File: config.mk
export PLATFORM = sky130hd
export DESIGN_NAME = adc_sel_dev_flat
export DESIGN_NICKNAME = d
export VERILOG_FILES = /design/src/rtl/adc_sel_pkg.sv /design/src/rtl/adc_sel_if.sv /design/src/rtl/adc_sel_dev.sv /design/src/flat_wrapper.sv
export SDC_FILE = /design/constraint.sdc
export NUM_CORES = 1
export LEC_CHECK = 0
export BUFFER_PORTS_ARGS = -buffer_cell sky130_fd_sc_hd__buf_4
export CORE_UTILIZATION = 47
export DETAILED_ROUTE_END_ITERATION = 6
export PLACE_DENSITY = 0.73
export SLEW_MARGIN = 10
export SYNTH_ARGS = -nofsm -noshare
export SYNTH_HDL_FRONTEND = slang
export SYNTH_SLANG_ARGS = --single-unit
File: constraint.sdc
create_clock -name i_ref_clk -period 1.9 [get_ports i_ref_clk]
set_input_delay 0.57 -clock i_ref_clk [delete_from_list [all_inputs] [get_ports i_ref_clk]]
set_output_delay 0.57 -clock i_ref_clk [all_outputs]
set_load 0.005 [all_outputs]
File: src/rtl/adc_sel_pkg.sv
package adc_sel_pkg;
  // converter clock is the reference clock divided by this count
  localparam int unsigned ADC_DIV      = 4;
  localparam int unsigned DIV_W        = 2;
  localparam int unsigned CNT_W        = 5;
  localparam logic [CNT_W-1:0] LEN_FIRST  = 5'h19;
  localparam logic [CNT_W-1:0] LEN_NORMAL = 5'h0d;
  localparam int unsigned CH_W         = 5;
  localparam int unsigned REF_W        = 2;
  localparam int unsigned RES_W        = 10;
  localparam int unsigned LVL_W        = 11;
  localparam logic [RES_W-1:0] CODE_MAX = 10'h3ff;

  // reference sources
  localparam logic [REF_W-1:0] REF_EXT_PIN = 2'h0;
  localparam logic [REF_W-1:0] REF_SUPPLY  = 2'h1;
  localparam logic [REF_W-1:0] REF_INT_LOW = 2'h2;
  localparam logic [REF_W-1:0] REF_INT_HI  = 2'h3;

  // sleep modes
  localparam logic [1:0] SLEEP_NONE  = 2'h0;
  localparam logic [1:0] SLEEP_IDLE  = 2'h1;
  localparam logic [1:0] SLEEP_NOISE = 2'h2;
  localparam logic [1:0] SLEEP_DEEP  = 2'h3;

  // controller registers, byte offsets
  localparam logic [7:0] OFS_CTRL   = 8'h00;
  localparam logic [7:0] OFS_SEL    = 8'h04;
  localparam logic [7:0] OFS_CMD    = 8'h08;
  localparam logic [7:0] OFS_STATUS = 8'h0c;
  localparam logic [7:0] OFS_IRQ_ST = 8'h10;
  localparam logic [7:0] OFS_IRQ_MK = 8'h14;

  // field positions
  localparam int unsigned CTRL_EN    = 0;
  localparam int unsigned CTRL_ATE   = 1;
  localparam int unsigned CTRL_FREE  = 2;
  localparam int unsigned CTRL_IE    = 3;
  localparam int unsigned CTRL_SLP   = 4;
  localparam int unsigned SEL_CH     = 0;
  localparam int unsigned SEL_REF    = 8;
  localparam int unsigned CMD_START  = 0;
  localparam int unsigned CMD_CLR    = 1;
  localparam int unsigned ST_BUSY    = 0;
  localparam int unsigned ST_DONE    = 1;
  localparam int unsigned ST_ACH     = 8;
  localparam int unsigned ST_EXTERNAL_REFERENCE_PIN    = 13;
  localparam int unsigned ST_RES     = 16;
  localparam int unsigned EV_DONE    = 0;
  localparam int unsigned EV_EARLY   = 1;
  localparam int unsigned EV_W       = 2;
endpackage

File: src/rtl/adc_sel_if.sv
`timescale 1ns/1ps
interface adc_sel_if;
  import adc_sel_pkg::*;
  logic              sel_wr;
  logic [CH_W-1:0]   sel_ch;
  logic [REF_W-1:0]  sel_ref;
  logic              enable;
  logic              auto_trig;
  logic              free_run;
  logic              start;
  logic              trigger;
  logic [1:0]        sleep_mode;
  logic              cpu_halted;
  logic              done_clr;
  logic              busy;
  logic              done;
  logic [CH_W-1:0]   act_ch;
  logic [REF_W-1:0]  act_ref;
  logic [RES_W-1:0]  result;

  modport dev (input sel_wr, sel_ch, sel_ref, enable, auto_trig, free_run, start, trigger,
               sleep_mode, cpu_halted, done_clr,
               output busy, done, act_ch, act_ref, result);
  modport ctl (output sel_wr, sel_ch, sel_ref, enable, auto_trig, free_run, start, trigger,
               sleep_mode, cpu_halted, done_clr,
               input busy, done, act_ch, act_ref, result);
endinterface

File: src/rtl/adc_sel_dev.sv
// Functional notes
// - temp selection copied to active while idle
// - active selection frozen during conversion
// - copying resumes in last converter cycle
// - start taken on next converter clock edge
// - software waits one converter cycle before reselect
// - auto-trigger reselect only in three safe windows
// - safely written selection applies to next conversion
// - free-run change skips already started conversion
// - software selects channel before first start
// - software discards first result after reference switch
// - four reference sources selectable
// - noise or idle sleep starts conversion on halt while auto-trigger is off
// - software prepares converter before noise sleep
// - sleep conversion completes despite early wake
// - deep sleep leaves converter enabled
// - over-range input saturates to maximum code
// - result code spans zero to full scale
//
// The APB register port and the placing of the registers were left to the implementer.
`timescale 1ns/1ps
module adc_sel_dev
  import adc_sel_pkg::*;
(
  input  wire logic                          i_ref_clk,
  input  wire logic                          i_nrst,
  adc_sel_if.dev                             bus,
  input  wire logic [adc_sel_pkg::LVL_W-1:0] i_level,
  output logic [adc_sel_pkg::CH_W-1:0]       o_channel_select,
  output logic [adc_sel_pkg::REF_W-1:0]      o_reference_select,
  output logic                               o_converting
);
  import adc_sel_pkg::*;

  typedef enum logic [1:0] {
    ST_IDLE = 2'b01,
    ST_CONV = 2'b10
  } state_e;

  // whole state of the converter end, held in one register
  typedef struct packed {
    state_e            state;
    logic              conv;
    logic [DIV_W-1:0]  div;
    logic [CNT_W-1:0]  cyc;
    logic [CNT_W-1:0]  len;
    logic              first;
    logic              pend;
    logic              trig_q;
    logic              halt_q;
    logic [CH_W-1:0]   tmp_ch;
    logic [REF_W-1:0]  tmp_ref;
    logic [CH_W-1:0]   ch;
    logic [REF_W-1:0]  refs;
    logic              busy;
    logic              done;
    logic [RES_W-1:0]  result;
  } st_s;

  st_s st_q;
  st_s st_d;

  // idle and noise sleep both start a conversion on halt while auto trigger is off
  function automatic logic sleep_start_mode(input logic [1:0] mode);
    sleep_start_mode = (mode == SLEEP_IDLE) || (mode == SLEEP_NOISE);
  endfunction

  // the first conversion after enable runs longer to settle the analog side
  function automatic logic [CNT_W-1:0] conv_len(input logic first_conv);
    conv_len = first_conv ? LEN_FIRST : LEN_NORMAL;
  endfunction

  // a trigger or sleep start is only taken while nothing is pending or converting
  function automatic logic can_start(input state_e s, input logic pending);
    can_start = (s == ST_IDLE) && !pending;
  endfunction

  // saturating conversion of the input level
  function automatic logic [RES_W-1:0] to_code(input logic [LVL_W-1:0] lvl);
    if (lvl[LVL_W-1]) begin
      to_code = CODE_MAX;
    end else begin
      to_code = lvl[RES_W-1:0];
    end
  endfunction

  logic tick;
  logic last_cyc;
  logic trig_edge;
  logic sleep_go;
  logic done_ev;
  logic trig_start;
  logic start_req;
  logic lock_open;

  always_comb begin
    st_d = st_q;
    tick = (st_q.div == DIV_W'(ADC_DIV - 1));
    last_cyc = (st_q.state == ST_CONV) && (st_q.cyc == st_q.len - CNT_W'(1));
    // auto trigger acts on a rising edge only, and never in free run
    trig_edge = bus.trigger && !st_q.trig_q && bus.auto_trig && !bus.free_run;
    // an edge that finds the converter busy is dropped, not queued
    trig_start = trig_edge && can_start(st_q.state, st_q.pend);
    // sleep only ever starts conversions; enable stays with software
    sleep_go = sleep_start_mode(bus.sleep_mode) && bus.cpu_halted && !st_q.halt_q &&
               !bus.auto_trig && can_start(st_q.state, st_q.pend);
    start_req = bus.start || sleep_go;
    // lock opens again for the whole final converter cycle
    lock_open = (st_q.state == ST_IDLE) || last_cyc;
    done_ev = 1'b0;
    st_d.trig_q = bus.trigger;
    st_d.halt_q = bus.cpu_halted;
    st_d.div = tick ? '0 : st_q.div + DIV_W'(1);

    // whole field pair taken in one write
    if (bus.sel_wr) begin
      st_d.tmp_ch = bus.sel_ch;
      st_d.tmp_ref = bus.sel_ref;
    end

    // active selection follows temp unless locked
    if (lock_open) begin
      st_d.ch = st_d.tmp_ch;
      st_d.refs = st_d.tmp_ref;
    end

    // disabling aborts and rearms the long first conversion
    if (!bus.enable) begin
      st_d.state = ST_IDLE;
      st_d.div = '0;
      st_d.first = 1'b1;
      st_d.pend = 1'b0;
      st_d.busy = 1'b0;
    end else begin
      if (start_req) begin
        st_d.pend = 1'b1;
        st_d.busy = 1'b1;
      end
      // prescaler restarts so the trigger to sample delay is fixed
      if (trig_start) begin
        st_d.pend = 1'b1;
        st_d.busy = 1'b1;
        st_d.div = '0;
      end
      case (st_q.state)
        ST_IDLE: begin
          if (st_q.pend && tick) begin
            st_d.state = ST_CONV;
            st_d.pend = 1'b0;
            st_d.cyc = '0;
            st_d.len = conv_len(st_q.first);
            st_d.first = 1'b0;
          end
        end
        ST_CONV: begin
          if (tick) begin
            if (last_cyc) begin
              // result and completion flag land at the same tick
              done_ev = 1'b1;
              st_d.result = to_code(i_level);
              // free run restarts at once, so the lock closes again
              if (bus.auto_trig && bus.free_run) begin
                st_d.cyc = '0;
                st_d.len = conv_len(1'b0);
              end else begin
                st_d.state = ST_IDLE;
                st_d.busy = st_d.pend;
              end
            end else begin
              st_d.cyc = st_q.cyc + CNT_W'(1);
            end
          end
        end
        default: begin
          st_d.state = ST_IDLE;
        end
      endcase
    end

    // set wins over clear
    if (done_ev) begin
      st_d.done = 1'b1;
    end else if (bus.done_clr) begin
      st_d.done = 1'b0;
    end

    // registered state decode drives the converting pin
    st_d.conv = (st_d.state == ST_CONV);
  end // sleep mode never touches enable

  always_ff @(posedge i_ref_clk) begin
    if (!i_nrst) begin
      // reset rearms the long first conversion
      st_q <= '{state: ST_IDLE, first: 1'b1, default: '0};
    end else begin
      st_q <= st_d;
    end
  end

  assign bus.busy = st_q.busy;
  assign bus.done = st_q.done;
  assign bus.act_ch = st_q.ch;
  assign bus.act_ref = st_q.refs;
  assign bus.result = st_q.result;

  // pins come straight from the state register
  assign o_channel_select = st_q.ch;
  assign o_reference_select = st_q.refs;
  assign o_converting = st_q.conv;
endmodule

File: src/flat_wrapper.sv
// flat-port wrapper written by rule: the top's interface ports become plain ports
module adc_sel_dev_flat import adc_sel_pkg::*;
  (i_ref_clk, i_nrst, i_level, o_channel_select, o_reference_select, o_converting, bus_sel_wr, bus_sel_ch, bus_sel_ref, bus_enable, bus_auto_trig, bus_free_run, bus_start, bus_trigger, bus_sleep_mode, bus_cpu_halted, bus_done_clr, bus_busy, bus_done, bus_act_ch, bus_act_ref, bus_result);
  adc_sel_if bus_i ();
  input  wire logic i_ref_clk;
  input  wire logic i_nrst;
  input  wire logic [adc_sel_pkg::LVL_W-1:0] i_level;
  output logic [adc_sel_pkg::CH_W-1:0] o_channel_select;
  output logic [adc_sel_pkg::REF_W-1:0] o_reference_select;
  output logic o_converting;
  input wire logic [$bits(bus_i.sel_wr)-1:0] bus_sel_wr;
  input wire logic [$bits(bus_i.sel_ch)-1:0] bus_sel_ch;
  input wire logic [$bits(bus_i.sel_ref)-1:0] bus_sel_ref;
  input wire logic [$bits(bus_i.enable)-1:0] bus_enable;
  input wire logic [$bits(bus_i.auto_trig)-1:0] bus_auto_trig;
  input wire logic [$bits(bus_i.free_run)-1:0] bus_free_run;
  input wire logic [$bits(bus_i.start)-1:0] bus_start;
  input wire logic [$bits(bus_i.trigger)-1:0] bus_trigger;
  input wire logic [$bits(bus_i.sleep_mode)-1:0] bus_sleep_mode;
  input wire logic [$bits(bus_i.cpu_halted)-1:0] bus_cpu_halted;
  input wire logic [$bits(bus_i.done_clr)-1:0] bus_done_clr;
  output wire logic [$bits(bus_i.busy)-1:0] bus_busy;
  output wire logic [$bits(bus_i.done)-1:0] bus_done;
  output wire logic [$bits(bus_i.act_ch)-1:0] bus_act_ch;
  output wire logic [$bits(bus_i.act_ref)-1:0] bus_act_ref;
  output wire logic [$bits(bus_i.result)-1:0] bus_result;
  assign bus_i.sel_wr = bus_sel_wr;
  assign bus_i.sel_ch = bus_sel_ch;
  assign bus_i.sel_ref = bus_sel_ref;
  assign bus_i.enable = bus_enable;
  assign bus_i.auto_trig = bus_auto_trig;
  assign bus_i.free_run = bus_free_run;
  assign bus_i.start = bus_start;
  assign bus_i.trigger = bus_trigger;
  assign bus_i.sleep_mode = bus_sleep_mode;
  assign bus_i.cpu_halted = bus_cpu_halted;
  assign bus_i.done_clr = bus_done_clr;
  assign bus_busy = bus_i.busy;
  assign bus_done = bus_i.done;
  assign bus_act_ch = bus_i.act_ch;
  assign bus_act_ref = bus_i.act_ref;
  assign bus_result = bus_i.result;
  adc_sel_dev u_core (.i_ref_clk(i_ref_clk), .i_nrst(i_nrst), .bus(bus_i), .i_level(i_level), .o_channel_select(o_channel_select), .o_reference_select(o_reference_select), .o_converting(o_converting));
endmodule
; Word-level counts from Yosys, hierarchy flattened
; Index checks and enable logic that the tools add are counted.
[classes]
addsub = 3
multipliers = 0
div = 0
n_lt_le_gt_ge = 0
eq_ne = 12
shift = 0
mux = 30
bitwise_logic = 2
n_reduce_logical = 28
[op_table]
columns = operator, n
row1 = 10-bit 2-to-1 mux, 3
row2 = 10-bit case mux with 2 select lines, 1
row3 = 1-bit 2-to-1 mux, 15
row4 = 5-bit 2-to-1 mux, 3
row5 = 1-bit logical AND, 12
row6 = 12-bit 2-to-1 mux, 1
row7 = 2-bit 2-to-1 mux, 5
row8 = 2-bit equality test (second input constant), 4
row9 = 7-bit 2-to-1 mux, 1
row10 = 6-bit AND reduction, 1
row11 = 5-bit by 1-bit adder with 5-bit output (second input constant), 1
row12 = 5-bit equality test, 1
row13 = 1-bit logical NOT, 5
row14 = 5-bit AND reduction, 1
row15 = 5-bit by 1-bit subtractor with 5-bit output (second input constant), 1
row16 = 2-bit by 1-bit equality test with 1-bit output (second input constant), 2
row17 = 2-bit by 1-bit inequality test with 1-bit output (second input constant), 2
row18 = 2-bit inequality test (second input constant), 2
row19 = 2-bit case mux with 2 select lines, 1
row20 = 2-bit AND reduction, 2
row21 = 4-bit AND reduction, 1
row22 = 2-bit nonzero test, 2
row23 = 4-bit OR reduction, 1
row24 = 1-bit logical OR, 3
row25 = 3 further kinds, 4
[word_totals]
register_bits = 45
latchBits = 0
ramBits = 0
rom_bits = 0
inputBits = 30
out_inout_bits = 27
word_cells = 91
memories = 0

; Depth between registers and ports, before layout
; Gate-level depths: netlist of the first run.
[depth]
depth_word = 13
depth_mapped = 8

; Worst setup path before layout of the first run
; OpenSTA, ideal clock, no wires.
[synth_path]
path_kind = register to register
from = reg u_core.st_q[33] (netlist bit)
to = reg u_core.st_q (netlist bit u_core.bus.result[0])
setup_ns = 0.137
t_arrival_ns = 1.892
path_slack_ns = -0.129
stages_incl_launch_ff = 9
n_path_buf = 1
synth_period_minus_slack_ns = 2.029
cell_sequence = dfxtp_1 -> inv_1 -> ha_1 -> xor3_1 -> a2111oi_4 -> nand4_2 -> buf_2 -> nor3_1 -> nor3_2
[synth_via]
elab_chain_len = 4
[synth_rtl]
columns = item, line
row1 = start: declaration, adc_sel_dev.sv:60  ; st_s st_q;
row2 = start signal: assignment, adc_sel_dev.sv:196  ; st_q <= st_d;
row3 = 5-bit by 1-bit subtractor with 5-bit output, adc_sel_dev.sv:99  ; last_cyc = (st_q.state == ST_CONV) && (st_q.cyc == st_q.len - CNT_W'(1));
row4 = 5-bit equality test, adc_sel_dev.sv:99
row5 = 1-bit logical AND, adc_sel_dev.sv:99
row6 = 4-bit AND reduction (no line), -
; No other way between the ends.
; A chain may end at the register's enable or synchronous reset.

; Worst setup path after layout of the first run
[layout_path]
from = reg u_core.st_q[32] (netlist bit)
to = reg u_core.st_q (netlist bit u_core.bus.busy)
[layout_via]
elab_chain_len = 6
[layout_rtl]
columns = item, line
row1 = 5-bit by 1-bit subtractor with 5-bit output, adc_sel_dev.sv:99
row2 = 5-bit equality test, adc_sel_dev.sv:99
row3 = 1-bit logical AND, adc_sel_dev.sv:99
row4 = 1-bit 2-to-1 mux, adc_sel_dev.sv:157  ; if (last_cyc) begin
row5 = 1-bit 2-to-1 mux, adc_sel_dev.sv:156  ; if (tick) begin
row6 = 1-bit 2-to-1 mux, adc_sel_dev.sv:145  ; case (st_q.state)
; No other way between the ends.

==> impl_metrics.json, run 1 <==
{
  "grt-ovfl-total": 0,
  "path_clk_slew_ns": 0.08,
  "vdd_drop_max_mv": 0.307,
  "worst_pin_slew_ns": 0.561,
  "insertion_delay_ns": 0.29,
  "fp-row-count": 24,
  "maxCapViolCount": 0,
  "hold_path.class": "flip-flop to flip-flop",
  "wire_per_inst_um": 14.6,
  "grt_max_degree": 22,
  "final_nets": 298,
  "swShare_pct": 22.2,
  "pwr-share-clk_pct": 36.3,
  "fillers": 365,
  "die_x_um": 69.4,
  "p_int_mw": 1.35,
  "io_pins": 57,
  "p_sw_mw": 0.384,
  "h-tree-depth": 2,
  "start_kind": "flip-flop",
  "first_global_vias": 1565,
  "cts_tree": "yes",
  "pwr-share-comb_pct": 9.5,
  "synth_flop_cell": "dfxtp_1",
  "syn_area_per_cell_um2": 9.80,
  "ys_ff_latch": 43,
  "syn_area_mm2": 0.00214,
  "synth_warnings": 0,
  "vias": 1654,
  "hold_viol": 0,
  "synth_edf_count": 0,
  "holdBufCountCts": 0,
  "setup_violations": 2,
  "p_per_area_mw_per_mm2": 613,
  "track_usage_pct": 19.0,
  "port_buffers": 56,
  "finalCriticalPeriod_ns": 1.91,
  "drv_slew": 0,
  "max_freq_mhz": 523,
  "yosysSeqAreaShare_pct": 40.3,
  "clock_skew_ns": 0.00577,
  "grt_antenna_before_repair": 0,
  "dp.cells": 303,
  "vias_per_cell": 5.25,
  "n_antenna_cell": 0,
  "cp.arrival_ns": 2.09,
  "syn-num-nets": 254,
  "rsz0062_at_grt": "true",
  "regToRegSetupSlack_ns": -0.01,
  "totalWireLength_um": 4610,
  "synthDistinctLibCells": 43,
  "status": "finished, violations left",
  "share_seq_of_total_power_pct": 54.2,
  "setup_slack_ns": -0.0108,
  "core_mm2": 0.00435,
  "cts_sinks": 43,
  "dr.pass1.iters": 4,
  "numCtsBuffers": 5,
  "initialDrtViolationCount": 77,
  "dp_hpwl_um": 3040,
  "worstSetupEndpointType": "flip-flop",
  "grt_pass1_wl_um": 7260,
  "die_y_um": 69.4,
  "p_total_mw": 1.73,
  "initial_core_util_pct": 49.1,
  "crit_type": "flip-flop to flip-flop",
  "p_leak_nw": 1.20,
  "post-route-util_pct": 64.9,
  "cp.required_ns": 2.08,
  "cp_max_fo": 4,
  "syn_inst": 218,
  "clk_path_buf_depth": 2,
  "area_delta_synth_final_pct": 32.3,
  "fin_tns_setup_ns": -0.0148,
  "ant_nets": 0,
  "clockRootBuffer": "clkbuf_8",
  "async_flop_share_pct": 0,
  "drive_above_1_share_pct": 49.8,
  "maxSlewHeadroom_pct": 62.6,
  "dieArea_mm2": 0.00482,
  "fin_crit_sh_pct": 101,
  "violations": "setup timing",
  "drt_drc_violations_left": 0,
  "fin_cells": 315,
  "routabilityCongestion": 0.752
}
-- cells in the final DEF, fill, tap and decap left out, types with 4 or more instances in the layout --
master    instances
a21oi_1           5
buf_4            66
clkbuf_8          7
dfxtp_1          41
ha_1              4
mux2i_1           9
nand2_1           6
nand3_1          10
nor2_1           14
nor2b_4           9
nor3_2           18
o31ai_1           5
xnor2_1           5
-- worst max-delay path, stage by stage, from the launching register on --
cell       delay [ns]
dfxtp_2          0.34
inv_2            0.05
ha_4             0.24
xnor2_2          0.14
a2111oi_4        0.40
buf_6            0.19
buf_12           0.12
nand3_4          0.07
mux2i_1          0.16
a21oi_1          0.08
-- state kept, by name (all words and copies together) (netlist names) --
| name | flops |
|---|---|
| u_core.st_q | 23 |
| u_core.bus.result | 10 |
| u_core.bus.act_ch | 5 |
| u_core.bus.act_ref | 2 |
| u_core.bus.busy | 1 |
| u_core.bus.done | 1 |
| u_core.o_converting | 1 |
-- Yosys cell counts, types with 2 or more instances --
cell type | number | share of area [%]
nand2_1 | 6 | 1.1
buf_1 | 2 | 0.35
nand2b_1 | 3 | 0.88
mux2i_1 | 9 | 4.2
o31ai_1 | 7 | 2.5
nor4_1 | 3 | 0.88
nor4b_1 | 2 | 0.82
buf_4 | 25 | 8.8
nor3_1 | 10 | 2.3
and2_1 | 2 | 0.59
buf_2 | 2 | 0.47
a21oi_1 | 8 | 1.9
inv_1 | 5 | 0.88
xnor2_1 | 7 | 2.9
dfxtp_1 | 43 | 40
o21ai_0 | 3 | 0.70
nand3_1 | 12 | 2.8
ha_1 | 6 | 3.5
nand4_1 | 2 | 0.59
clkbuf_1 | 5 | 0.88
nor3_2 | 11 | 5.2
nor2_1 | 16 | 2.8
nor2b_4 | 9 | 5.8
-- metrics by stage --
step	hold WS [ns]	worst slack [ns]	area [um^2]
final	0.431	-0.0108	2830
after global routing	0.465	-0.111	2830
after global placement	0.411	0.0326	2550
after CTS	0.435	0.0114	2690
after detailed placement	0.424	-0.0194	2550
after floorplan	0.407	-0.0560	2200
-- area by class of cell --
type,count,area (um^2),area share (%)
timing repair buffer,70,567,20.1
sequential,43,863,30.6
inverter,6,22.5,0.797
tap,52,65.1,2.30
multi-input combinational,136,1210,42.7
clock buffer,8,100,3.54
-- cells by family after synthesis --
kind of cell | synth area share, %
xor+xnor | 3.98
flops | 40.3
simple gates | 26.0
compound gates | 9.90
fa+ha+maj | 3.51
mux | 4.75
buf+inv | 11.5
-- per-layer routing --
| metal | track usage, % | share of wire (%) | vias to the layer above |
|---|---|---|---|
| li1 | - | - | 824 |
| met1 | 22.8 | 44 | 786 |
| met2 | 31.7 | 51 | 39 |
| met3 | 6.10 | 4.5 | 5 |
| met4 | 6.80 | 1.4 | 0 |
| met5 | 0 | 0 | - |
-- repair_timing --
| action | CTS | global route |
|---|---|---|
| endpoints found under the setup margin | 10 | 28 |
| gates resized for setup | 4 | 19 |
| gates cloned | 0 | 1 |
| setup buffers | 1 | 2 |
| pin swaps | 1 | 14 |
-- path summary, 6_finish.rpt --
kind / start / end / cells past startpoint
setup / recovery: u_core.st_q[32] / u_core.bus.busy / 9
hold / removal: u_core.st_q[40] / u_core.st_q[40] / 1
setup reg to reg: u_core.st_q[32] / u_core.bus.busy / 9
hold reg to reg: u_core.st_q[40] / u_core.st_q[40] / 1
-- power groups by stage --
stage / clock, mW / combinational (mW) / sequential [mW]
3_5_place_dp: 0 / 0.158 / 0.959
6_report: 0.629 / 0.164 / 0.938
4_1_cts: 0.648 / 0.161 / 0.938
2_1_floorplan: 0 / 0.0857 / 0.956
5_1_grt: 0.692 / 0.178 / 0.942
3_3_place_gp: 0 / 0.155 / 0.958
Note: power is estimated with default switching activity, not from simulation.
==> run 2: changes to the inputs <==
--- a/config.mk
+++ b/config.mk
@@ -7,7 +7,9 @@
 export LEC_CHECK = 0
 export BUFFER_PORTS_ARGS = -buffer_cell sky130_fd_sc_hd__buf_4
 export CORE_UTILIZATION = 47
+export CTS_BUF_LIST = sky130_fd_sc_hd__clkbuf_16
 export DETAILED_ROUTE_END_ITERATION = 6
+export MAX_ROUTING_LAYER = met4
 export PLACE_DENSITY = 0.73
 export SLEW_MARGIN = 10
 export SYNTH_ARGS = -nofsm -noshare
==> impl_metrics.json, run 2 (synthesized netlist as in run 1, its figures left out) <==
{
  "holdBufCountCts": 0,
  "maxCapViolCount": 0,
  "clk_path_buf_depth": 2,
  "die_y_um": 69.4,
  "grt_antenna_before_repair": 0,
  "largest_reg_flops": 23,
  "p_leak_nw": 1.21,
  "initial_core_util_pct": 49.1,
  "start_kind": "flip-flop",
  "layout_common_cells": "buf_4 (65), dfxtp_1 (41), nor3_2 (18), nor2_1 (15), nand3_1 (11)",
  "hold_path.class": "flip-flop to flip-flop",
  "drive_above_1_share_pct": 47.3,
  "max_freq_mhz": 513,
  "grt-ovfl-total": 0,
  "violations": "setup timing",
  "port_buffers": 56,
  "area_delta_synth_final_pct": 31.2,
  "rr_startpoint": "u_core.st_q[33]",
  "r2r-end": "u_core.bus.result[2]",
  "top_register": "u_core.st_q",
  "cts_tree": "yes",
  "io_pins": 57,
  "r2r_cells": 8,
  "grt_max_degree": 22,
  "vdd_drop_max_mv": 0.333,
  "worstSetupEndpointType": "flip-flop",
  "numCtsBuffers": 5,
  "regToRegSetupSlack_ns": -0.05,
  "routabilityCongestion": 0.761,
  "wire_per_inst_um": 14.0,
  "cts_sinks": 43,
  "dieArea_mm2": 0.00482,
  "critPathLaunch": "u_core.st_q[33]",
  "fin_crit_sh_pct": 103,
  "vias_per_cell": 5.23,
  "first_global_vias": 1589,
  "cp.required_ns": 2.10,
  "cp.arrival_ns": 2.15,
  "dr.pass1.iters": 4,
  "clockRootBuffer": "clkbuf_16",
  "crit_end": "u_core.bus.result[2]",
  "finalCriticalPeriod_ns": 1.95,
  "maxSlewHeadroom_pct": 72.9,
  "hold_viol": 0,
  "track_usage_pct": 19.6,
  "h-tree-depth": 2,
  "crit_type": "flip-flop to flip-flop",
  "initialDrtViolationCount": 57,
  "insertion_delay_ns": 0.28,
  "hp-start": "u_core.st_q[40]",
  "rsz0062_at_grt": "true",
  "core_mm2": 0.00435,
  "vias": 1631,
  "drt_drc_violations_left": 0,
  "final_common_cell": "buf_4",
  "totalWireLength_um": 4360,
  "dp.cells": 303,
  "ant_nets": 0,
  "whs_ns": 0.428,
  "clock_skew_ns": 0.00287,
  "setup_slack_ns": -0.0500,
  "p_per_area_mw_per_mm2": 673,
  "final_nets": 295,
  "fin_cells": 312,
  "status": "finished, violations left",
  "path_clk_slew_ns": 0.06,
  "fp-row-count": 24,
  "worst_pin_slew_ns": 0.406,
  "setup_violations": 14,
  "grt_pass1_wl_um": 7360,
  "dp_hpwl_um": 3040,
  "drv_slew": 0,
  "die_x_um": 69.4,
  "n_antenna_cell": 0,
  "cp_max_fo": 21
}
==> run 2: cell types whose count changed in the layout (fill, tap and decap cells not counted), moves of 2 or more <==
| cell | delta |
|---|---|
| clkinv_1 | +2 |
| clkbuf_8 | -7 |
| clkbuf_16 | +5 |
| buf_12 | -2 |
==> run 2: worst max-delay path, stage by stage, from the launching register on <==
cell and delay [ns]:
dfxtp_2 0.35, inv_2 0.06, ha_4 0.23, xnor2_4 0.13, a2111oi_4 0.42, nand4_2 0.20, buf_12 0.20, nor2b_1 0.13
nor3_1 0.14
==> run 2: worst min-delay path by stage <==
stage                                 end  slack, ns  depth (start not counted)
after floorplan           u_core.st_q[40]       0.41                          1
after global placement    u_core.st_q[40]       0.41                          1
after detailed placement  u_core.st_q[40]       0.42                          1
after CTS                 u_core.st_q[40]       0.43                          1
after global routing      u_core.st_q[40]       0.46                          1
final                     u_core.st_q[40]       0.43                          1
==> run 2: timing repair <==
| action | in CTS | in global routing |
|---|---|---|
| pin swaps | 1 | 9 |
| hold endpoints to repair | 0 | 0 |
| resized for setup | 4 | 16 |
| buffers inserted | 1 | 0 |
| setup endpoints to repair | 7 | 23 |
==> run 2: where the power goes <==
group          total, mW  switching (mW)  internal, mW
sequential         0.939          0.0125         0.927
clock              0.783           0.311         0.472
combinational      0.163          0.0732        0.0898
==> run 2: cell type report <==
| class | instances | area [um^2] |
|---|---|---|
| fill | 370 | 1550 |
| clock buffer | 5 | 125 |
| tap | 52 | 65.1 |
| multi-input combinational | 135 | 1180 |
| sequential | 43 | 863 |
| clock inverter | 3 | 11.3 |
| timing repair buffer | 68 | 531 |
| inverter | 6 | 22.5 |
==> run 2: per-layer routing <==
metal  GRT usage (%)  wire (um)  vias to the layer above  part of all wire (%)
met5               -          0                        -                     0
met3            5.38        185                       10                   4.2
met4            6.58         91                        0                   2.1
met1            23.3       1900                      761                    44
li1                -          -                      818                     -
met2            32.1       2180                       42                    50
==> run 2: stage by stage <==
stage	worst slack, ns	setup TNS [ns]	power [mW]	area (um^2)	util (%)
after global placement	0.0326	0	1.11	2550	58.6
after CTS	0.0150	0	1.91	2720	62.5
after floorplan	-0.0560	-0.558	1.04	2200	-
after global routing	-0.147	-2.40	1.97	2800	64.3
final	-0.0500	-0.409	1.89	2800	64.3
after detailed placement	-0.0194	-0.0765	1.12	2550	58.6
